<file path="config.mk">
export PLATFORM = sky130hd
export DESIGN_NAME = sarc_top
export DESIGN_NICKNAME = d
export VERILOG_FILES = /design/src/sarc_pkg.sv /design/src/sarc_sar_if.sv /design/src/sarc_approx_reg.sv /design/src/sarc_top.sv
export SDC_FILE = /design/constraint.sdc
export NUM_CORES = 1
export LEC_CHECK = 0
export ABC_AREA = 1
export BUFFER_PORTS_ARGS = -buffer_cell sky130_fd_sc_hd__buf_2
export CAP_MARGIN = 20
export CORE_UTILIZATION = 45
export DETAILED_ROUTE_END_ITERATION = 6
export HOLD_SLACK_MARGIN = 0.08
export PLACE_DENSITY = 0.67
export SLEW_MARGIN = 30
export SYNTH_ARGS = -nofsm -noshare
export SYNTH_HDL_FRONTEND = slang
export SYNTH_SLANG_ARGS = --single-unit
</file>
<file path="constraint.sdc">
create_clock -name clk_sys_in -period 1.5 [get_ports clk_sys_in]
set_clock_uncertainty 0.05 [all_clocks]
set_input_delay 0.225 -clock clk_sys_in [delete_from_list [all_inputs] [get_ports clk_sys_in]]
set_output_delay 0.225 -clock clk_sys_in [all_outputs]
set_load 0.005 [all_outputs]
</file>
<file path="src/sarc_pkg.sv">
// constants and types shared by the converter control block
package sarc_pkg;

    // ----------------------------------------------------------------
    // timing
    // ----------------------------------------------------------------
    localparam int CLK_PERIOD_NS = 20;
    localparam int RESET_TIME_NS = 1000;
    localparam int RESET_CYC = (RESET_TIME_NS + CLK_PERIOD_NS - 1)
                               / CLK_PERIOD_NS;
    localparam int LSB_EXTRA_NS = 100;
    localparam int LSB_EXTRA_CYC = (LSB_EXTRA_NS + CLK_PERIOD_NS - 1)
                                   / CLK_PERIOD_NS;
    localparam int RESET_MAX_NS = 1500;
    localparam int RESET_MAX_CYC = RESET_MAX_NS / CLK_PERIOD_NS;
    localparam int BIT_TIME_NS = 2500;
    localparam int BIT_CYC = BIT_TIME_NS / CLK_PERIOD_NS;
    localparam int CONV_MIN_NS = 10000;
    localparam int CONV_MAX_NS = 30000;
    localparam int CONV_MIN_CYC = (CONV_MIN_NS + CLK_PERIOD_NS - 1)
                                  / CLK_PERIOD_NS;
    localparam int CONV_MAX_CYC = CONV_MAX_NS / CLK_PERIOD_NS;

    // ----------------------------------------------------------------
    // widths and reset values
    // ----------------------------------------------------------------
    localparam int DATA_WIDTH = 8;
    localparam int CNT_WIDTH = 8;
    localparam logic [DATA_WIDTH-1:0] APPROX_RST = 8'h00;
    localparam logic DONE_N_RST = 1'b0;

    typedef enum logic [1:0] {
        SARC_IDLE  = 2'b00,
        SARC_CLEAR = 2'b01,
        SARC_ARMED = 2'b10,
        SARC_CONV  = 2'b11
    } sarc_state_t;

endpackage : sarc_pkg

</file>
<file path="src/sarc_sar_if.sv">
// carrier between the sequencer and the approximation register
`timescale 1ns/100ps
`default_nettype none
interface sarc_sar_if #(
    parameter int W = 8
);
    logic clear;
    logic set_trial;
    logic decide;
    logic comp_low;
    logic [$clog2(W)-1:0] bit_idx;
    logic [W-1:0] value;

    modport ctrl (
        output clear, set_trial, decide, comp_low, bit_idx,
        input value
    );
    modport regs (
        input clear, set_trial, decide, comp_low, bit_idx,
        output value
    );
endinterface : sarc_sar_if
`default_nettype wire

</file>
<file path="src/sarc_approx_reg.sv">
// successive approximation register with trial and decide steps
`timescale 1ns/100ps
`default_nettype none
module sarc_approx_reg
    import sarc_pkg::*;
#(
    parameter int W = DATA_WIDTH
)(
    input wire logic clk_sys_in,
    input wire logic rst_n_in,
    input wire logic clk_en_in,
    sarc_sar_if.regs sar
);
    logic [W-1:0] value_q;
    logic [W-1:0] value_d;

    always_comb
    begin
        value_d = value_q;
        if (sar.clear)
        begin
            value_d = APPROX_RST;
        end
        else if (sar.set_trial)
        begin
            value_d[sar.bit_idx] = 1'b1;
        end
        else if (sar.decide && sar.comp_low)
        begin
            // input below the trial level: drop the trial bit
            value_d[sar.bit_idx] = 1'b0;
        end
    end

    always_ff @(posedge clk_sys_in or negedge rst_n_in)
    begin
        if (!rst_n_in)
        begin
            value_q <= APPROX_RST;
        end
        else if (clk_en_in)
        begin
            value_q <= value_d;
        end
    end

    assign sar.value = value_q;

endmodule : sarc_approx_reg
`default_nettype wire

</file>
<file path="src/sarc_top.sv">
// convert and read control of an 8-bit successive approximation converter
`timescale 1ns/100ps
`default_nettype none
// Function
// [RULE_01] Host convert pulse is high for at least 500 ns.
// [RULE_02] Convert rising resets sequencing, clears result, sets done high.
// [RULE_03] Approximation begins on the falling edge of convert.
// [RULE_04] Done flag falls at the end; conversion takes 10 to 30 us.
// [RULE_05] Done flag rises within 1.5 us of convert rising.
// [RULE_06] Reset delay grows slightly when the previous result LSB was one.
// [RULE_07] Host keeps output enable high while a conversion runs.
// [RULE_08] Output enable low during conversion shows the partial value.
// [RULE_09] Data outputs drive only while output enable is low, else float.
// [RULE_10] Host decodes one address; any write to it starts a conversion. The host model drops a write while done is high or a read is on.
// [RULE_11] Host read of that address enables the result onto the bus.
// [RULE_12] Without done polling host waits 30 us before reading.
// [RULE_13] Host may poll done or use its falling edge as interrupt.
// [RULE_14] Host gates decode with write for convert, with read for enable.
// [RULE_15] Host stretches short writes in a flip-flop cleared by done rising.
// [RULE_16] Converter typically accepts convert pulses as short as 300 ns.
// [RULE_17] With a sample-hold, wait 10 us after done falls before converting.
// [RULE_18] Host raises output enable before the next convert pulse.
// [RULE_19] Host never issues convert while the done flag is high.
module sarc_top
    import sarc_pkg::*;
(
    input wire logic clk_sys_in,
    input wire logic arst_n_in,
    input wire logic clk_en_in,
    input wire logic convert_in,
    input wire logic output_enable_n_in,
    input wire logic comparator_in,
    output logic conversion_done_n_out,
    output logic [DATA_WIDTH-1:0] data_out,
    output logic [DATA_WIDTH-1:0] data_oe_out,
    output logic [DATA_WIDTH-1:0] dac_code_out
);
    // ----------------------------------------------------------------
    // reset release and pin synchronisers
    // ----------------------------------------------------------------
    logic rst_meta_q;
    logic rst_n_q;
    logic [2:0] meta_q;
    logic [2:0] sync_q;
    logic cvt_prev_q;

    always_ff @(posedge clk_sys_in or negedge arst_n_in)
    begin
        if (!arst_n_in)
        begin
            rst_meta_q <= 1'b0;
            rst_n_q <= 1'b0;
        end
        else
        begin
            rst_meta_q <= 1'b1;
            rst_n_q <= rst_meta_q;
        end
    end

    // bit 0 convert, bit 1 output enable (low active), bit 2 comparator
    always_ff @(posedge clk_sys_in or negedge rst_n_q)
    begin
        if (!rst_n_q)
        begin
            meta_q <= 3'h2;
            sync_q <= 3'h2;
            cvt_prev_q <= 1'b0;
        end
        else if (clk_en_in)
        begin
            meta_q <= {comparator_in, output_enable_n_in, convert_in};
            sync_q <= meta_q;
            cvt_prev_q <= sync_q[0];
        end
    end

    logic cvt_s;
    logic oe_n_s;
    logic cvt_rise;

    assign cvt_s = sync_q[0];
    assign oe_n_s = sync_q[1];
    assign cvt_rise = cvt_s && !cvt_prev_q;

    // ----------------------------------------------------------------
    // sequencer
    // ----------------------------------------------------------------
    sarc_sar_if #(.W(DATA_WIDTH)) sar ();

    sarc_approx_reg #(.W(DATA_WIDTH)) u_approx (
        .clk_sys_in(clk_sys_in),
        .rst_n_in(rst_n_q),
        .clk_en_in(clk_en_in),
        .sar(sar)
    );

    sarc_state_t state_q;
    sarc_state_t state_d;
    logic [CNT_WIDTH-1:0] cnt_q;
    logic [CNT_WIDTH-1:0] cnt_d;
    logic [2:0] bit_q;
    logic [2:0] bit_d;
    logic done_n_q;
    logic done_n_d;

    always_comb
    begin
        state_d = state_q;
        cnt_d = cnt_q;
        bit_d = bit_q;
        done_n_d = done_n_q;
        sar.clear = 1'b0;
        sar.set_trial = 1'b0;
        sar.decide = 1'b0;
        if (cvt_rise)
        begin
            // a new rising edge restarts whatever is in progress
            state_d = SARC_CLEAR; // [RULE_02]
            sar.clear = 1'b1; // [RULE_02]
            cnt_d = CNT_WIDTH'(RESET_CYC - 1);
            if (sar.value[0])
            begin
                cnt_d = CNT_WIDTH'(RESET_CYC + LSB_EXTRA_CYC - 1); // [RULE_06]
            end
        end
        else
        begin
            unique case (state_q)
                SARC_IDLE:
                begin
                    state_d = SARC_IDLE;
                end
                SARC_CLEAR:
                begin
                    if (cnt_q == '0)
                    begin
                        done_n_d = 1'b1; // [RULE_05]
                        state_d = SARC_ARMED;
                    end
                    else
                    begin
                        cnt_d = cnt_q - 1'b1;
                    end
                end
                SARC_ARMED:
                begin
                    // low here means convert already fell: a pulse shorter
                    // than the reset time still starts a conversion
                    if (!cvt_s)
                    begin
                        state_d = SARC_CONV; // [RULE_03] [RULE_16]
                        bit_d = 3'(DATA_WIDTH - 1);
                        cnt_d = CNT_WIDTH'(BIT_CYC - 1);
                    end
                end
                SARC_CONV:
                begin
                    sar.set_trial = (cnt_q == CNT_WIDTH'(BIT_CYC - 1));
                    if (cnt_q == '0)
                    begin
                        sar.decide = 1'b1;
                        cnt_d = CNT_WIDTH'(BIT_CYC - 1);
                        if (bit_q == 3'h0)
                        begin
                            done_n_d = 1'b0; // [RULE_04]
                            state_d = SARC_IDLE;
                        end
                        else
                        begin
                            bit_d = bit_q - 1'b1;
                        end
                    end
                    else
                    begin
                        cnt_d = cnt_q - 1'b1;
                    end
                end
            endcase
        end
    end

    assign sar.bit_idx = bit_q;
    assign sar.comp_low = !sync_q[2];

    always_ff @(posedge clk_sys_in or negedge rst_n_q)
    begin
        if (!rst_n_q)
        begin
            state_q <= SARC_IDLE;
            cnt_q <= '0;
            bit_q <= 3'h0;
            done_n_q <= DONE_N_RST;
        end
        else if (clk_en_in)
        begin
            state_q <= state_d;
            cnt_q <= cnt_d;
            bit_q <= bit_d;
            done_n_q <= done_n_d;
        end
    end

    // ----------------------------------------------------------------
    // three-state data outputs
    // ----------------------------------------------------------------
    logic [DATA_WIDTH-1:0] data_d;
    logic [DATA_WIDTH-1:0] oe_d;

    always_comb
    begin
        // the live register is shown, so a read mid-conversion sees
        // the partial value and may fight other drivers
        data_d = sar.value; // [RULE_08]
        oe_d = oe_n_s ? '0 : '1; // [RULE_09]
    end

    always_ff @(posedge clk_sys_in or negedge rst_n_q)
    begin
        if (!rst_n_q)
        begin
            data_out <= APPROX_RST;
            data_oe_out <= '0;
            dac_code_out <= APPROX_RST;
            conversion_done_n_out <= DONE_N_RST;
        end
        else if (clk_en_in)
        begin
            data_out <= data_d;
            data_oe_out <= oe_d;
            dac_code_out <= data_d;
            conversion_done_n_out <= done_n_d;
        end
    end

    // ----------------------------------------------------------------
    // checks
    // ----------------------------------------------------------------
    localparam int RST_LIM = RESET_MAX_CYC - 3;
    logic [CNT_WIDTH-1:0] clr_cyc_q;
    logic [10:0] conv_cyc_q;
    logic rst_lsb_q;

    always_ff @(posedge clk_sys_in or negedge rst_n_q)
    begin
        if (!rst_n_q)
        begin
            clr_cyc_q <= '0;
            conv_cyc_q <= '0;
            rst_lsb_q <= 1'b0;
        end
        else if (clk_en_in)
        begin
            clr_cyc_q <= cvt_rise ? '0 : clr_cyc_q + 1'b1;
            conv_cyc_q <= (state_q == SARC_CONV) ? conv_cyc_q + 1'b1 : '0;
            if (cvt_rise)
            begin
                rst_lsb_q <= sar.value[0];
            end
        end
    end

    rise_clears_a: assert property (@(posedge clk_sys_in) // [RULE_02]
        disable iff (!rst_n_q || !clk_en_in)
        cvt_rise |=> state_q == SARC_CLEAR && sar.value == '0)
        else $error("convert rise did not clear the result");
    done_high_a: assert property (@(posedge clk_sys_in) // [RULE_02]
        disable iff (!rst_n_q)
        state_q inside {SARC_ARMED, SARC_CONV} |-> conversion_done_n_out)
        else $error("done flag low while armed or converting");
    armed_hold_a: assert property (@(posedge clk_sys_in) // [RULE_03]
        disable iff (!rst_n_q || !clk_en_in)
        state_q == SARC_ARMED && cvt_s && !cvt_rise |=> state_q == SARC_ARMED)
        else $error("conversion began before convert fell");
    conv_time_a: assert property (@(posedge clk_sys_in) // [RULE_04]
        disable iff (!rst_n_q || !clk_en_in)
        state_q == SARC_CONV && state_d == SARC_IDLE && !cvt_rise
        |-> conv_cyc_q >= 11'(CONV_MIN_CYC - 1)
            && conv_cyc_q == 11'(DATA_WIDTH * BIT_CYC - 1)
            && conv_cyc_q < 11'(CONV_MAX_CYC)
        ##1 !conversion_done_n_out)
        else $error("conversion length out of range");
    reset_bound_a: assert property (@(posedge clk_sys_in) // [RULE_05]
        disable iff (!rst_n_q || !clk_en_in)
        state_q == SARC_CLEAR |-> clr_cyc_q < CNT_WIDTH'(RST_LIM))
        else $error("done flag rise too late");
    lsb_extra_a: assert property (@(posedge clk_sys_in) // [RULE_06]
        disable iff (!rst_n_q || !clk_en_in)
        state_q == SARC_CLEAR && state_d == SARC_ARMED
        |-> clr_cyc_q == CNT_WIDTH'(rst_lsb_q ? RESET_CYC + LSB_EXTRA_CYC - 1
                                              : RESET_CYC - 1))
        else $error("reset delay does not match previous lsb");
    partial_out_a: assert property (@(posedge clk_sys_in) // [RULE_08]
        disable iff (!rst_n_q || !clk_en_in)
        !oe_n_s && state_q == SARC_CONV
        |=> data_oe_out == '1 && data_out == $past(sar.value))
        else $error("partial value not driven while enabled");
    float_a: assert property (@(posedge clk_sys_in) // [RULE_09]
        disable iff (!rst_n_q || !clk_en_in)
        oe_n_s |=> data_oe_out == '0)
        else $error("data driven while output enable high");
    short_pulse_a: assert property (@(posedge clk_sys_in) // [RULE_16]
        disable iff (!rst_n_q || !clk_en_in)
        state_q == SARC_CLEAR && !cvt_s ##1 !cvt_rise
        |-> state_q inside {SARC_CLEAR, SARC_ARMED})
        else $error("short convert pulse lost");

    full_conv_c: cover property (@(posedge clk_sys_in)
        $fell(conversion_done_n_out));
    restart_c: cover property (@(posedge clk_sys_in)
        state_q == SARC_CONV && cvt_rise);
    early_read_c: cover property (@(posedge clk_sys_in)
        state_q == SARC_CONV && !oe_n_s);

endmodule : sarc_top
`default_nettype wire

</file>
==> results_dict.tcl <==
set metrics [dict create \
    dp.cells 403 \
    synth_cells 301 \
    globalRouteOverflowTotal 0 \
    slowest_stage "dfrtp_2" \
    synth_nets 314 \
    worst_setup_path_start_kind "flip-flop" \
    grt_pass1_vias 1735 \
    die_w_um 73.6 \
    tns_ns -1.12 \
    failed_checks "negative setup slack" \
    setup_ws_ns -0.102 \
    antenna_found_initial 0 \
    cp_num_buf_inv 2 \
    ys_seq_area_frac 0.435 \
    fin_crit_sh 1.07 \
    required_ns 1.64 \
    routed_wl_um 5280 \
    tritoncts "yes" \
    cpPeakStageDelay_ns 0.46 \
    crit_type "flip-flop to flip-flop" \
    multi_input_area_um2 1240 \
    globalplace.congestion 0.826 \
    place_hpwl_um 3460 \
    layout.nets 369 \
    syn_area_per_cell_um2 7.67 \
    drtPass1Iterations 5 \
    num_rows 25 \
    die-area_um2 5420 \
    htree_levels 2 \
    fill_cells 429 \
    hold_viol 0 \
    crit_path_cell_trace "inv_1, ha_1, inv_1, nand3_1, nand3_4, o21ai_0, nand2_1" \
    viasPerCell 4.87 \
    status "finished with violations" \
    rsz0062_at_grt "yes" \
    avgRoutedWirePerCell_um 12.4 \
    whs_path_depth 3 \
    ant_nets 0 \
    path_depth 7 \
    synth_area_um2 2310 \
    setup_violations 22 \
    max_freq_ghz 0.624 \
    finalCriticalPeriod_ns 1.60 \
    core_um2 4820 \
    yosysWarnings 0 \
    worst-r2r-cell-count 7 \
    power_density_nw_per_um2 1490 \
    ioPinCount 31 \
    port_buffers 30 \
    grt_max_degree 27 \
    drt_iter0_drc 172 \
    crit_family "flip-flops" \
    gr-usage-all-layers 0.198 \
    pre_cts_slack_ns -0.153 \
    final_layout_size_suffix_gt1_frac 0.384 \
    drc_errors 0 \
    grt_pass1_wl_um 8180 \
    max-cap-violations 0 \
    die_h_um 73.6 \
    crit_top_cell "inv_1" \
    final-instance-count-excl-fill 424 \
    vias 2065 \
    hold_path_class "input pin to flip-flop" \
    initial_utilization 0.479 \
    whs_ns 0.0839 \
    crit_path_max_fanout 6 \
    leakagePower_nw 1.60 \
    diodes 0 \
    maxSlewViolCount 0 \
    ys_types 27 \
    cts_made_buffers 5 \
    peakVddDrop_mv 0.618 \
    ys_seq_elements 40 \
    seq_area_um2 1010 \
    area_growth_syn_to_layout_pct 31.4 \
    cp.arrival_ns 1.74 \
    clk_pin_slew_ns 0.08 \
    clockBufferDepth 2 \
    clk-insertion-delay-late_ns 0.30 \
    worstSetupEndpointType "flip-flop" \
    cts.sinks 40 \
    r2r_setup_slack_ns -0.10 \
    clockRootBuffer "clkbuf_8" \
]
placed cells by master (no fill, tap or decap), types with 6 or more instances in the layout:
cell      netlist  final
o21ai_2         0      6
inv_1          31     27
clkbuf_8        0      6
buf_2           0     30
a21oi_1        10      9
nand3_2         2      6
nor2_2          4      8
buf_4          17     30
nand3_1        26     21
o21ai_0        25     18
nand2_1        93     74
nor2_1         21     15
nand2_2         0     18
dfrtp_1        38     36
through the flow:
step	area [um2]	utilization	power [mW]
floorplan	2320	-	2.66
global placement	2610	0.541	3.21
detailed placement	2610	0.541	3.25
CTS	2840	0.590	4.21
global route	3030	0.630	4.85
finish	3030	0.630	4.52
cell type report:
| class | count | area share |
|---|---|---|
| tap | 67 | 0.0276 |
| sequential | 40 | 0.332 |
| timing repair buffer | 68 | 0.155 |
| clock buffer | 6 | 0.0272 |
| clock inverter | 2 | 0.00495 |
| multi-input combinational | 208 | 0.410 |
| inverter | 33 | 0.0433 |
kinds of logic (layout without fill, tap and decap cells):
| group | count (synthesis) | in the layout | synth area share |
|---|---|---|---|
| simple gates | 153 | 155 | 0.297 |
| xor+xnor | 5 | 5 | 0.0190 |
| fa+ha+maj | 7 | 7 | 0.0379 |
| other cells | 1 | 1 | 0.00162 |
| buf+inv | 55 | 109 | 0.122 |
| flops | 40 | 40 | 0.435 |
| compound gates | 40 | 40 | 0.0878 |
path summary, 6_finish.rpt:
check	from	to
setup / recovery	state_q[1]	cnt_q[5]
hold / removal	convert_in	meta_q[0]
setup reg to reg	state_q[1]	cnt_q[5]
hold reg to reg	rst_n_q	cnt_q[2]
max in group asynchronous	rst_n_q	meta_q[1]
min in group asynchronous	rst_n_q	cnt_q[2]
sequential cells by signal, summed over array words and instances, names as in the netlist:
register and flops:
cnt_q 8, dac_code_out 8, u_approx.sar.value 8, bit_q 3, meta_q 3, sync_q 3, state_q 2, conversion_done_n_out 1
cvt_prev_q 1, data_oe_out 1, rst_meta_q 1, rst_n_q 1
synthesized netlist by cell type:
| cell | number | area [um2] |
|---|---|---|
| o21ai_1 | 4 | 20.0 |
| xor2_1 | 5 | 43.8 |
| nor2_2 | 4 | 25.0 |
| buf_4 | 17 | 128 |
| dfstp_2 | 2 | 52.6 |
| clkbuf_2 | 1 | 5.00 |
| nor2_1 | 21 | 78.8 |
| inv_2 | 1 | 3.75 |
| inv_1 | 31 | 116 |
| or2_2 | 1 | 6.26 |
| nor2_4 | 1 | 11.3 |
| clkbuf_1 | 3 | 11.3 |
| nand3_1 | 26 | 130 |
| conb_1 | 1 | 3.75 |
| o211ai_1 | 1 | 7.51 |
| nand4_1 | 1 | 6.26 |
| nand2_1 | 93 | 349 |
| nand4_2 | 1 | 12.5 |
| ha_1 | 7 | 87.6 |
| nand2_4 | 1 | 11.3 |
| buf_6 | 1 | 11.3 |
| o21ai_0 | 25 | 125 |
| a21oi_1 | 10 | 50.1 |
| inv_4 | 1 | 6.26 |
| nand3_4 | 2 | 35.0 |
| nand3_2 | 2 | 20.0 |
| dfrtp_1 | 38 | 951 |
power by group:
group	switching (mW)	leakage (nW)	internal, mW
sequential	0.182	0.495	1.31
combinational	1.25	1.06	1.01
clock	0.391	0.0434	0.372
total	1.82	1.60	2.69
routing by layer:
| metal | vias to the layer above | routed length (um) | track usage |
|---|---|---|---|
| met3 | 5 | 173 | 0.0425 |
| met2 | 43 | 2520 | 0.300 |
| met5 | - | 0 | 0 |
| met4 | 0 | 53 | 0.0641 |
| li1 | 1048 | - | - |
| met1 | 969 | 2530 | 0.282 |
worst reg2reg max path: stages, from the launching register on:
cell	delay (ns)
dfrtp_2	0.46
inv_1	0.08
ha_1	0.20
inv_1	0.10
nand3_1	0.13
nand3_4	0.16
o21ai_0	0.23
nand2_1	0.08
what timing repair did:
item                       CTS  global route
hold endpoints to repair     4             0
setup endpoints to repair   22            22
hold buffers                 3             0
gates cloned                 1             1
pin swaps                   12            24
buffers inserted             5             3
resized for setup           19            44
No activity file was read; power rests on OpenSTA's default activity.
